===== src/logic/opfs_pkg.sv =====
// opfs_pkg: register offsets, field positions and reset values for the
// pin function select block.
// assumes: an 8-bit register port with a 4-bit word address.
package opfs_pkg;

    // register port widths
    localparam int unsigned ADDR_W = 4;
    localparam int unsigned DATA_W = 8;

    // register offsets
    localparam logic [3:0] OFS_OEM_CONFIG_THREE = 4'h0;
    localparam logic [3:0] OFS_OEM_CONFIG_FOUR = 4'h1;
    localparam logic [3:0] OFS_OEM_CONFIG_SIX = 4'h2;
    localparam logic [3:0] OFS_SOFT_CTRL = 4'h3;
    localparam logic [3:0] OFS_PIN_STATUS = 4'h4;

    // reset values
    localparam logic [7:0] RST_OEM_CONFIG_THREE = 8'h00;
    localparam logic [7:0] RST_OEM_CONFIG_FOUR = 8'h00;
    localparam logic [7:0] RST_OEM_CONFIG_SIX = 8'h00;
    localparam logic [7:0] RST_SOFT_CTRL = 8'h00;

    // oem_config_three fields
    localparam int unsigned CFG3_FAULT_IN_SEL = 2;
    localparam int unsigned CFG3_LASER_SHUTDOWN_OUT_POL = 3;
    localparam int unsigned CFG3_GPO_SEL = 4;
    localparam int unsigned CFG3_GPO_LEVEL = 5;
    localparam int unsigned CFG3_GPO_PUSH_PULL = 6;

    // oem_config_four fields
    localparam int unsigned CFG4_FAULT_NO_LASER_SHUTDOWN_OUT = 7;

    // oem_config_six fields
    localparam int unsigned CFG6_TX_RATE_SEL = 2;
    localparam int unsigned CFG6_LOSS_POL = 3;

    // soft control fields
    localparam int unsigned SOFT_RX_RATE = 0;
    localparam int unsigned SOFT_TX_RATE = 1;

    // status fields
    localparam int unsigned STS_LOSS = 0;
    localparam int unsigned STS_TX_FAULT = 1;
    localparam int unsigned STS_RX_RATE_PIN = 2;
    localparam int unsigned STS_TX_RATE_PIN = 3;
    localparam int unsigned STS_EXT_FAULT = 4;

    // synchroniser bit positions
    localparam int unsigned SYNC_W = 5;
    localparam int unsigned SY_PIN12 = 0;
    localparam int unsigned SY_PIN24 = 1;
    localparam int unsigned SY_RX_RATE = 2;
    localparam int unsigned SY_TX_RATE = 3;
    localparam int unsigned SY_RX_BELOW = 4;

endpackage


===== src/logic/opfs_top.sv =====
// opfs_top: function and polarity select for the shutdown/fault pin,
// the receiver rate/general output pin and the loss/transmit rate pin.
// assumes: one core clock; pins and comparator arrive asynchronously;
// internal fault sources come from logic on core_clk.
//
// Overview of operation
// - config three bit 2 low makes pin twelve the shutdown output, else fault input.
// - shutdown output asserts on fault only while config four bit 7 is low.
// - in fault input mode, external fault is ORed with internal faults into tx fault.
// - pin twelve active level is set by config three bit 3, high for active low.
// - config three bit 4 low makes pin twenty-three an open-drain rx rate output.
// - rx rate output is soft rx rate bit OR rx rate pin.
// - config three bit 4 high makes pin twenty-three a general output from config bits.
// - config six bit 2 low makes pin twenty-four an open-drain receive-loss output.
// - config six bit 3 picks low or high level for normal receive operation.
// - loss indication clears once received power is above the loss threshold.
// - loss status bit follows the real level seen on pin twenty-four.
// - config six bit 2 high makes pin twenty-four tx rate output, soft bit OR pin.
//
// Design decisions made here: the plain strobed port and the register addresses.
`timescale 1ns/100ps
module opfs_top
    import opfs_pkg::*;
(
    // clock and reset
    input wire logic core_clk,
    input wire logic rst,
    // register port
    input wire logic [ADDR_W-1:0] reg_addr,
    input wire logic [DATA_W-1:0] reg_wdata,
    input wire logic reg_write,
    input wire logic reg_read,
    output logic [DATA_W-1:0] reg_rdata,
    // fault sources and analog comparator
    input wire logic internal_fault,
    input wire logic rx_below_threshold,
    output logic tx_fault_out,
    // host rate select inputs
    input wire logic rx_rate_pin,
    input wire logic tx_rate_pin,
    // pin twelve: laser_shutdown_out / external_fault_in
    input wire logic pin12_in,
    output logic pin12_out,
    output logic pin12_oe_n,
    // pin twenty-three: rx_rate_select_out / general_output
    output logic pin23_out,
    output logic pin23_oe_n,
    // pin twenty-four: rx_signal_loss_out / tx_rate_select_out
    input wire logic pin24_in,
    output logic pin24_out,
    output logic pin24_oe_n
);

    ////////////////////////////////////////////////////////////////////////
    // registers
    logic [7:0] oem_config_three_r;
    logic [7:0] oem_config_four_r;
    logic [7:0] oem_config_six_r;
    logic [7:0] soft_ctrl_r;
    logic [DATA_W-1:0] rdata_nxt;
    logic [SYNC_W-1:0] async_in;
    logic [SYNC_W-1:0] sync_q;

    // decoded functions
    logic fault_in_mode;
    logic laser_shutdown_out_pol;
    logic ext_fault;
    logic laser_shutdown_out_active;
    logic pin12_level;
    logic rx_rate_level;
    logic pin23_level;
    logic pin23_drive_high;
    logic loss_active;
    logic loss_level;
    logic tx_rate_level;
    logic pin24_level;
    logic loss_status_bit;
    logic tx_fault_nxt;
    logic [7:0] status_word;

    ////////////////////////////////////////////////////////////////////////
    // synchronise every input from outside the clock domain
    assign async_in[SY_PIN12] = pin12_in;
    assign async_in[SY_PIN24] = pin24_in;
    assign async_in[SY_RX_RATE] = rx_rate_pin;
    assign async_in[SY_TX_RATE] = tx_rate_pin;
    assign async_in[SY_RX_BELOW] = rx_below_threshold;

    opfs_sync #(
        .WIDTH(SYNC_W)
    ) u_sync (
        .core_clk(core_clk),
        .rst(rst),
        .d(async_in),
        .q(sync_q)
    );

    ////////////////////////////////////////////////////////////////////////
    // configuration register writes
    always_ff @(posedge core_clk or posedge rst) begin
        if (rst) begin
            oem_config_three_r <= RST_OEM_CONFIG_THREE;
            oem_config_four_r <= RST_OEM_CONFIG_FOUR;
            oem_config_six_r <= RST_OEM_CONFIG_SIX;
            soft_ctrl_r <= RST_SOFT_CTRL;
        end else if (reg_write) begin
            unique case (reg_addr)
                OFS_OEM_CONFIG_THREE: oem_config_three_r <= reg_wdata;
                OFS_OEM_CONFIG_FOUR: oem_config_four_r <= reg_wdata;
                OFS_OEM_CONFIG_SIX: oem_config_six_r <= reg_wdata;
                OFS_SOFT_CTRL: soft_ctrl_r <= reg_wdata;
                default: ;
            endcase
        end
    end

    ////////////////////////////////////////////////////////////////////////
    // pin twelve function and polarity
    assign fault_in_mode = oem_config_three_r[CFG3_FAULT_IN_SEL];
    assign laser_shutdown_out_pol = oem_config_three_r[CFG3_LASER_SHUTDOWN_OUT_POL];
    // polarity bit high means the pin is active low
    assign ext_fault = fault_in_mode & (sync_q[SY_PIN12] ^ laser_shutdown_out_pol);
    // fault asserts shutdown only while the inhibit bit is clear
    assign laser_shutdown_out_active = internal_fault & ~oem_config_four_r[CFG4_FAULT_NO_LASER_SHUTDOWN_OUT];
    assign pin12_level = laser_shutdown_out_active ^ laser_shutdown_out_pol;
    // tx fault from internal sources plus the external input
    assign tx_fault_nxt = internal_fault | ext_fault;

    ////////////////////////////////////////////////////////////////////////
    // pin twenty-three function
    assign rx_rate_level = soft_ctrl_r[SOFT_RX_RATE] | sync_q[SY_RX_RATE];
    assign pin23_level = oem_config_three_r[CFG3_GPO_SEL] ?
        oem_config_three_r[CFG3_GPO_LEVEL] : rx_rate_level;
    // rate output is open drain only; general output may be push-pull
    assign pin23_drive_high = oem_config_three_r[CFG3_GPO_SEL] &
        oem_config_three_r[CFG3_GPO_PUSH_PULL];

    ////////////////////////////////////////////////////////////////////////
    // pin twenty-four function
    // loss while power is below threshold, cleared once above it
    assign loss_active = sync_q[SY_RX_BELOW];
    assign loss_level = loss_active ^ oem_config_six_r[CFG6_LOSS_POL];
    assign tx_rate_level = soft_ctrl_r[SOFT_TX_RATE] | sync_q[SY_TX_RATE];
    assign pin24_level = oem_config_six_r[CFG6_TX_RATE_SEL] ? tx_rate_level : loss_level;
    // status follows the wire itself, so external wired-or drivers show
    assign loss_status_bit = sync_q[SY_PIN24] ^ oem_config_six_r[CFG6_LOSS_POL];

    ////////////////////////////////////////////////////////////////////////
    // pin drivers, registered from current configuration
    always_ff @(posedge core_clk or posedge rst) begin
        if (rst) begin
            pin12_out <= 1'b0;
            pin12_oe_n <= 1'b1;
            pin23_out <= 1'b0;
            pin23_oe_n <= 1'b1;
            pin24_out <= 1'b0;
            pin24_oe_n <= 1'b1;
        end else begin
            // shutdown output is push-pull; fault input mode releases the pin
            pin12_out <= pin12_level;
            pin12_oe_n <= fault_in_mode;
            // open drain pulls low only, push-pull drives both levels
            pin23_out <= pin23_level;
            pin23_oe_n <= pin23_level & ~pin23_drive_high;
            // both functions of pin twenty-four are open drain
            pin24_out <= 1'b0;
            pin24_oe_n <= pin24_level;
        end
    end

    ////////////////////////////////////////////////////////////////////////
    // transmitter fault output
    always_ff @(posedge core_clk or posedge rst) begin
        if (rst) begin
            tx_fault_out <= 1'b0;
        end else begin
            tx_fault_out <= tx_fault_nxt;
        end
    end

    ////////////////////////////////////////////////////////////////////////
    // status word and read data
    always_comb begin
        status_word = 8'h00;
        status_word[STS_LOSS] = loss_status_bit;
        status_word[STS_TX_FAULT] = tx_fault_nxt;
        status_word[STS_RX_RATE_PIN] = sync_q[SY_RX_RATE];
        status_word[STS_TX_RATE_PIN] = sync_q[SY_TX_RATE];
        status_word[STS_EXT_FAULT] = ext_fault;
    end

    // read mux, unmapped addresses read zero
    always_comb begin
        rdata_nxt = 8'h00;
        unique case (reg_addr)
            OFS_OEM_CONFIG_THREE: rdata_nxt = oem_config_three_r;
            OFS_OEM_CONFIG_FOUR: rdata_nxt = oem_config_four_r;
            OFS_OEM_CONFIG_SIX: rdata_nxt = oem_config_six_r;
            OFS_SOFT_CTRL: rdata_nxt = soft_ctrl_r;
            OFS_PIN_STATUS: rdata_nxt = status_word;
            default: rdata_nxt = 8'h00;
        endcase
    end

    // read data stand only in the cycle after the strobe
    always_ff @(posedge core_clk or posedge rst) begin
        if (rst) begin
            reg_rdata <= 8'h00;
        end else if (reg_read) begin
            reg_rdata <= rdata_nxt;
        end else begin
            reg_rdata <= 8'h00;
        end
    end

endmodule


===== src/logic/opfs_sync.sv =====
// opfs_sync: two flip-flop synchroniser, one stage pair per bit.
// assumes: inputs are asynchronous levels; only the second stage is read.
`timescale 1ns/100ps
module opfs_sync #(
    parameter int unsigned WIDTH = 1
) (
    // clock and reset
    input wire logic core_clk,
    input wire logic rst,
    // asynchronous levels in, synchronised levels out
    input wire logic [WIDTH-1:0] d,
    output logic [WIDTH-1:0] q
);

    ////////////////////////////////////////////////////////////////////////
    genvar i;
    generate
        for (i = 0; i < WIDTH; i = i + 1) begin : g_bit
            logic meta_r;
            // two stages per bit
            always_ff @(posedge core_clk or posedge rst) begin
                if (rst) begin
                    meta_r <= 1'b0;
                    q[i] <= 1'b0;
                end else begin
                    meta_r <= d[i];
                    q[i] <= meta_r;
                end
            end
        end
    endgenerate

endmodule


===== config.mk =====
export PLATFORM = sky130hd
export DESIGN_NAME = opfs_top
export DESIGN_NICKNAME = d
export VERILOG_FILES = /design/src/logic/opfs_pkg.sv /design/src/logic/opfs_top.sv /design/src/logic/opfs_sync.sv
export SDC_FILE = /design/constraint.sdc
export NUM_CORES = 1
export LEC_CHECK = 0
export ABC_AREA = 1
export BUFFER_PORTS_ARGS = -buffer_cell sky130_fd_sc_hd__buf_4
export CORE_ASPECT_RATIO = 1.25
export CORE_MARGIN = 2
export CORE_UTILIZATION = 55
export CTS_CLUSTER_DIAMETER = 30
export DETAILED_ROUTE_END_ITERATION = 10
export PLACE_DENSITY = 0.88
export SLEW_MARGIN = 30
export SYNTH_ARGS = -nofsm -noshare
export SYNTH_HDL_FRONTEND = slang
export SYNTH_SLANG_ARGS = --single-unit

===== constraint.sdc =====
create_clock -name core_clk -period 3 [get_ports core_clk]
set_input_delay 0.3 -clock core_clk [delete_from_list [all_inputs] [get_ports core_clk]]
set_output_delay 0.3 -clock core_clk [all_outputs]
set_load 0.01 [all_outputs]

Word level (Yosys, flattened, before mapping) --
Cells that the tools add are included. W data, S select, Z words.
Word-level totals: register bits after elaboration 56, output and inout bits 15, word-level logic and storage cells 47
Operators by class: equal/unequal tests 4, muxes and demuxes 4, bitwise operators 13, reductions and logical operators 5
Operators with widths (count):
- $pmux W8 S5 | 1
- $eq A4 B2 Y1 const B | 2
- $mux W8 | 1
- $reduce_and A2 Y1 | 4
- $and A1 B1 Y1 | 4
- $eq A4 B1 Y1 const B | 1
- $eq A4 B3 Y1 const B | 1
- $logic_not A4 Y1 | 1
- $xor A1 B1 Y1 | 4
- $or A1 B1 Y1 | 3
- $mux W1 | 2
- $not A1 Y1 | 2

Longest topological paths before layout --
depth after elaboration 5, mapped depth 7

Cells and area by module --
A second synthesis with hierarchy kept.
Unflattened totals: cells, all modules 247, area total of the unflattened synthesis 2449.8 um^2
Modules (own cells, without submodules):
- opfs_top | instances 1, cells an instance 236, area an instance 2195.9 um^2
- opfs_sync | instances 1, cells an instance 11, area an instance 254.0 um^2

Worst setup path before layout --
No wires, ideal clock.
kind input-to-reg, start point in reg_addr[3], end point reg oem_config_three_r[4], arrival 0.938 ns, slack 1.937 ns, stages on the path 7, cells stage by stage inv_1 nand2_1 nor2_2 nand2_2 buf_6 nand2_1 o21ai_1
On the way: word-level cells in the longest chain between the ends 2
RTL lines:
- start: declaration | line opfs_top.sv:29 | input wire logic [ADDR_W-1:0] reg_addr,
- $logic_not A4 Y1 | line opfs_top.sv:107 | unique case (reg_addr)
- $reduce_and A2 Y1 (no line)
- end signal: assignment | line opfs_top.sv:108 | OFS_OEM_CONFIG_THREE: oem_config_three_r <= reg_wdata;
- end: declaration | line opfs_top.sv:56 | logic [7:0] oem_config_three_r;
Every way passes these cells. A chain may end at the register's enable or synchronous reset.

Final worst setup path --
start point in reg_addr[3], end point reg oem_config_four_r[3]
On the way: word-level cells in the longest chain between the ends 2
RTL lines:
- $eq A4 B1 Y1 | line opfs_top.sv:107
- $reduce_and A2 Y1 (no line)
- end signal: assignment | line opfs_top.sv:109 | OFS_OEM_CONFIG_FOUR: oem_config_four_r <= reg_wdata;
- end: declaration | line opfs_top.sv:57 | logic [7:0] oem_config_four_r;
Every way passes these cells.

==> flow_summary.json <==
{
  "status": "completed",
  "root_buffer": "clkbuf_8",
  "synth_edf_count": 0,
  "synthTopCellsByCount": "nand2_1 (55), dfrtp_1 (53), nand3_1 (30), o21ai_2 (24), inv_1 (20)",
  "seq_area_frac_synth_pct": 57.4,
  "clkLatencyLatePin_ns": 0.31,
  "power_uw": 1670,
  "syn_nets": 268,
  "r2r_cells": 6,
  "vias": 1721,
  "chipWidth_um": 63.7,
  "cellPowerDensity_nw_per_um2": 594,
  "synth-simple-area-share_pct": 23.3,
  "antenna_found_initial": 0,
  "via_per_inst": 5.06,
  "syn_inst": 246,
  "ctsHoldBuffers": 0,
  "synth_cell_type_count": 24,
  "grt_pass1_wl_um": 7680,
  "clk_pin_slew_ns": 0.09,
  "io_pins": 37,
  "start_kind": "input pin",
  "cts.sinks": 56,
  "cts_resized": 0,
  "synth_warnings": 0,
  "fin_nets": 303,
  "cts.path.max_buffers": 2,
  "post_synth_fa_ha_maj_area_fraction_pct": 0,
  "slew_viol_final": 0,
  "initial_core_util_pct": 56.1,
  "area_growth_pct": 14.7,
  "grt_max_degree": 57,
  "finalCriticalPeriod_ns": 1.29,
  "grtUsageMet2_pct": 33.7,
  "cts_tree": "built",
  "overflow": 0,
  "multi_input_area_um2": 887,
  "synth-main-ff-cell": "dfrtp_1",
  "diodes": 0,
  "post-route-period-util_pct": 43.1,
  "wire_per_inst_um": 13.0,
  "setup_violations": 0,
  "fp.dieH_um": 78.6,
  "first_pass_iters": 4,
  "cp.required_ns": 3.19,
  "yosysMostFrequentCell": "nand2_1",
  "ant_nets": 0,
  "grtUsageMet1_pct": 25.5,
  "dieArea_um2": 5000,
  "synth_top_cell_by_area": "dfrtp_1",
  "regToRegStartpoint": "oem_config_three_r[3]$_DFFE_PP0P_",
  "synth_area_um2": 2450,
  "worst_pin_slew_ns": 0.647,
  "reg2reg_to": "reg_rdata[1]$_DFF_PP0_",
  "cp_max_fo": 27,
  "setup_tns_ns": 0,
  "drc": 0,
  "syn_area_per_cell_um2": 9.94,
  "synth-compound-area-share_pct": 11.8,
  "worstHoldPathType": "input pin to asynchronous set/reset pin",
  "coreArea_um2": 4360,
  "nFillCells": 336,
  "grt_setup_unrepaired": "no",
  "r2r_slack_ns": 2.01,
  "fin_skew_ns": 0.00602,
  "regArea_um2": 1410,
  "synthXorXnorAreaFrac_pct": 1.07,
  "worstSetupEndpointType": "flop",
  "wirelength_um": 4430,
  "busiest_layer": "met2",
  "ys_top_cells_by_area": "dfrtp_1 (54%), o21ai_2 (8.6%), nand2_1 (8.4%)",
  "synth_top_family_by_area": "simple AND/OR/NAND/NOR gates",
  "yosys.area.top_type_share_pct": 54.2,
  "rows": 27,
  "htree_levels": 2,
  "critPathKind": "input pin to flop",
  "drive_gt1_share_pct": 30.9,
  "drt_iter0_drc": 127,
  "synthArstFlopShare_pct": 100,
  "grt_pass1_vias": 1617,
  "drv_cap": 0,
  "fmax_mhz": 773,
  "ir_drop_uv": 299,
  "post_cts_buffers": 0,
  "p_leak_uw": 0.00140,
  "maxSlewHeadroom_pct": 56.9,
  "arrival_ns": 1.49,
  "synth-seq-cells": 56,
  "place.gp.congestion": 0.826,
  "hpwl_um": 3250,
  "hold_viol": 0,
  "cts-buffers-inserted": 5,
  "finalHoldWorstSlack_ns": 0.0884,
  "gr-usage-all-layers_pct": 20.1,
  "synth_mux_area_share_pct": 0,
  "portBuffers": 35,
  "use_met3_pct": 5.16
}
==> worst max-delay path by stage <==
stage                           start  slack (ns)                          endpoint
final                     reg_addr[3]        1.71  oem_config_four_r[3]$_DFFE_PP0P_
after global routing      reg_addr[3]        1.62  oem_config_four_r[5]$_DFFE_PP0P_
after CTS                 reg_addr[3]        1.72  oem_config_four_r[5]$_DFFE_PP0P_
after detailed placement  reg_addr[3]        1.38  oem_config_four_r[5]$_DFFE_PP0P_
after global placement    reg_addr[3]        1.45  oem_config_four_r[3]$_DFFE_PP0P_
after floorplan                   rst        1.33  oem_config_four_r[0]$_DFFE_PP0P_
==> layout by cell type (no fill, tap or decap), drive strengths merged <==
cell type  Yosys  routed
buf            7      35
xnor2          1       1
o21ai         35      35
xor2           2       2
nor2          21      21
conb           1       1
a21oi          3       3
nand2         63      63
inv           22      22
dfstp          3       3
clkbuf         0       7
o21a           1       1
nor3           1       1
nand3         32      32
dfrtp         53      53
nand4          1       1
clkinvlp       0       1
==> power by group <==
group	internal (µW)	switching, µW	total (µW)
registers	881	78.7	960
clock network	188	227	415
logic	133	160	293
total	1200	466	1670
==> per-layer routing <==
layer / share of wire (%) / wire (µm)
met4: 1.6 / 72
met5: 0 / 0
met2: 51 / 2250
met3: 4.1 / 181
met1: 44 / 1930
==> sequential cells by signal, summed over array words and instances, names as in the netlist <==
| name | cells |
|---|---|
| pin23_oe_n | 1 |
| tx_fault_out | 1 |
| reg_rdata | 8 |
| oem_config_four_r | 8 |
| oem_config_three_r | 8 |
| pin24_oe_n | 1 |
| pin12_out | 1 |
| soft_ctrl_r | 8 |
| pin23_out | 1 |
| pin12_oe_n | 1 |
| oem_config_six_r | 8 |
| u_sync.g_bit.meta_r | 5 |
| u_sync.q | 5 |
==> area by class of cell <==
class / instances / share of cell area [%]
Clock buffer: 7 / 3.08
Clock inverter: 1 / 0.267
Inverter: 22 / 3.03
Multi-Input combinational cell: 161 / 31.6
Sequential cell: 56 / 50.1
Tap cell: 58 / 2.59
Timing Repair Buffer: 35 / 9.36
==> logic make-up (layout without fill, tap and decap cells) <==
kind of cell / after synthesis / in the layout
xor+xnor: 3 / 3
simple gates: 118 / 118
other cells: 1 / 1
compound gates: 39 / 39
buf+inv: 29 / 65
flops: 56 / 56
==> worst max-delay path, cell delays in order <==
cell and delay, ns:
buf_4 0.12, nor2_4 0.50, nand3_4 0.32, nand2_1 0.16
o21ai_2 0.06
==> through the flow <==
step | setup WS (ns) | cell area [µm²] | util [%] | instances
floorplan | 1.33 | 2450 | - | 246
global placement | 1.45 | 2710 | 62.2 | 332
detailed placement | 1.38 | 2710 | 62.2 | 332
CTS | 1.72 | 2810 | 64.4 | 340
global route | 1.62 | 2810 | 64.4 | 340
finish | 1.71 | 2810 | 64.4 | 340
Note: power is estimated with default switching activity, not from simulation.
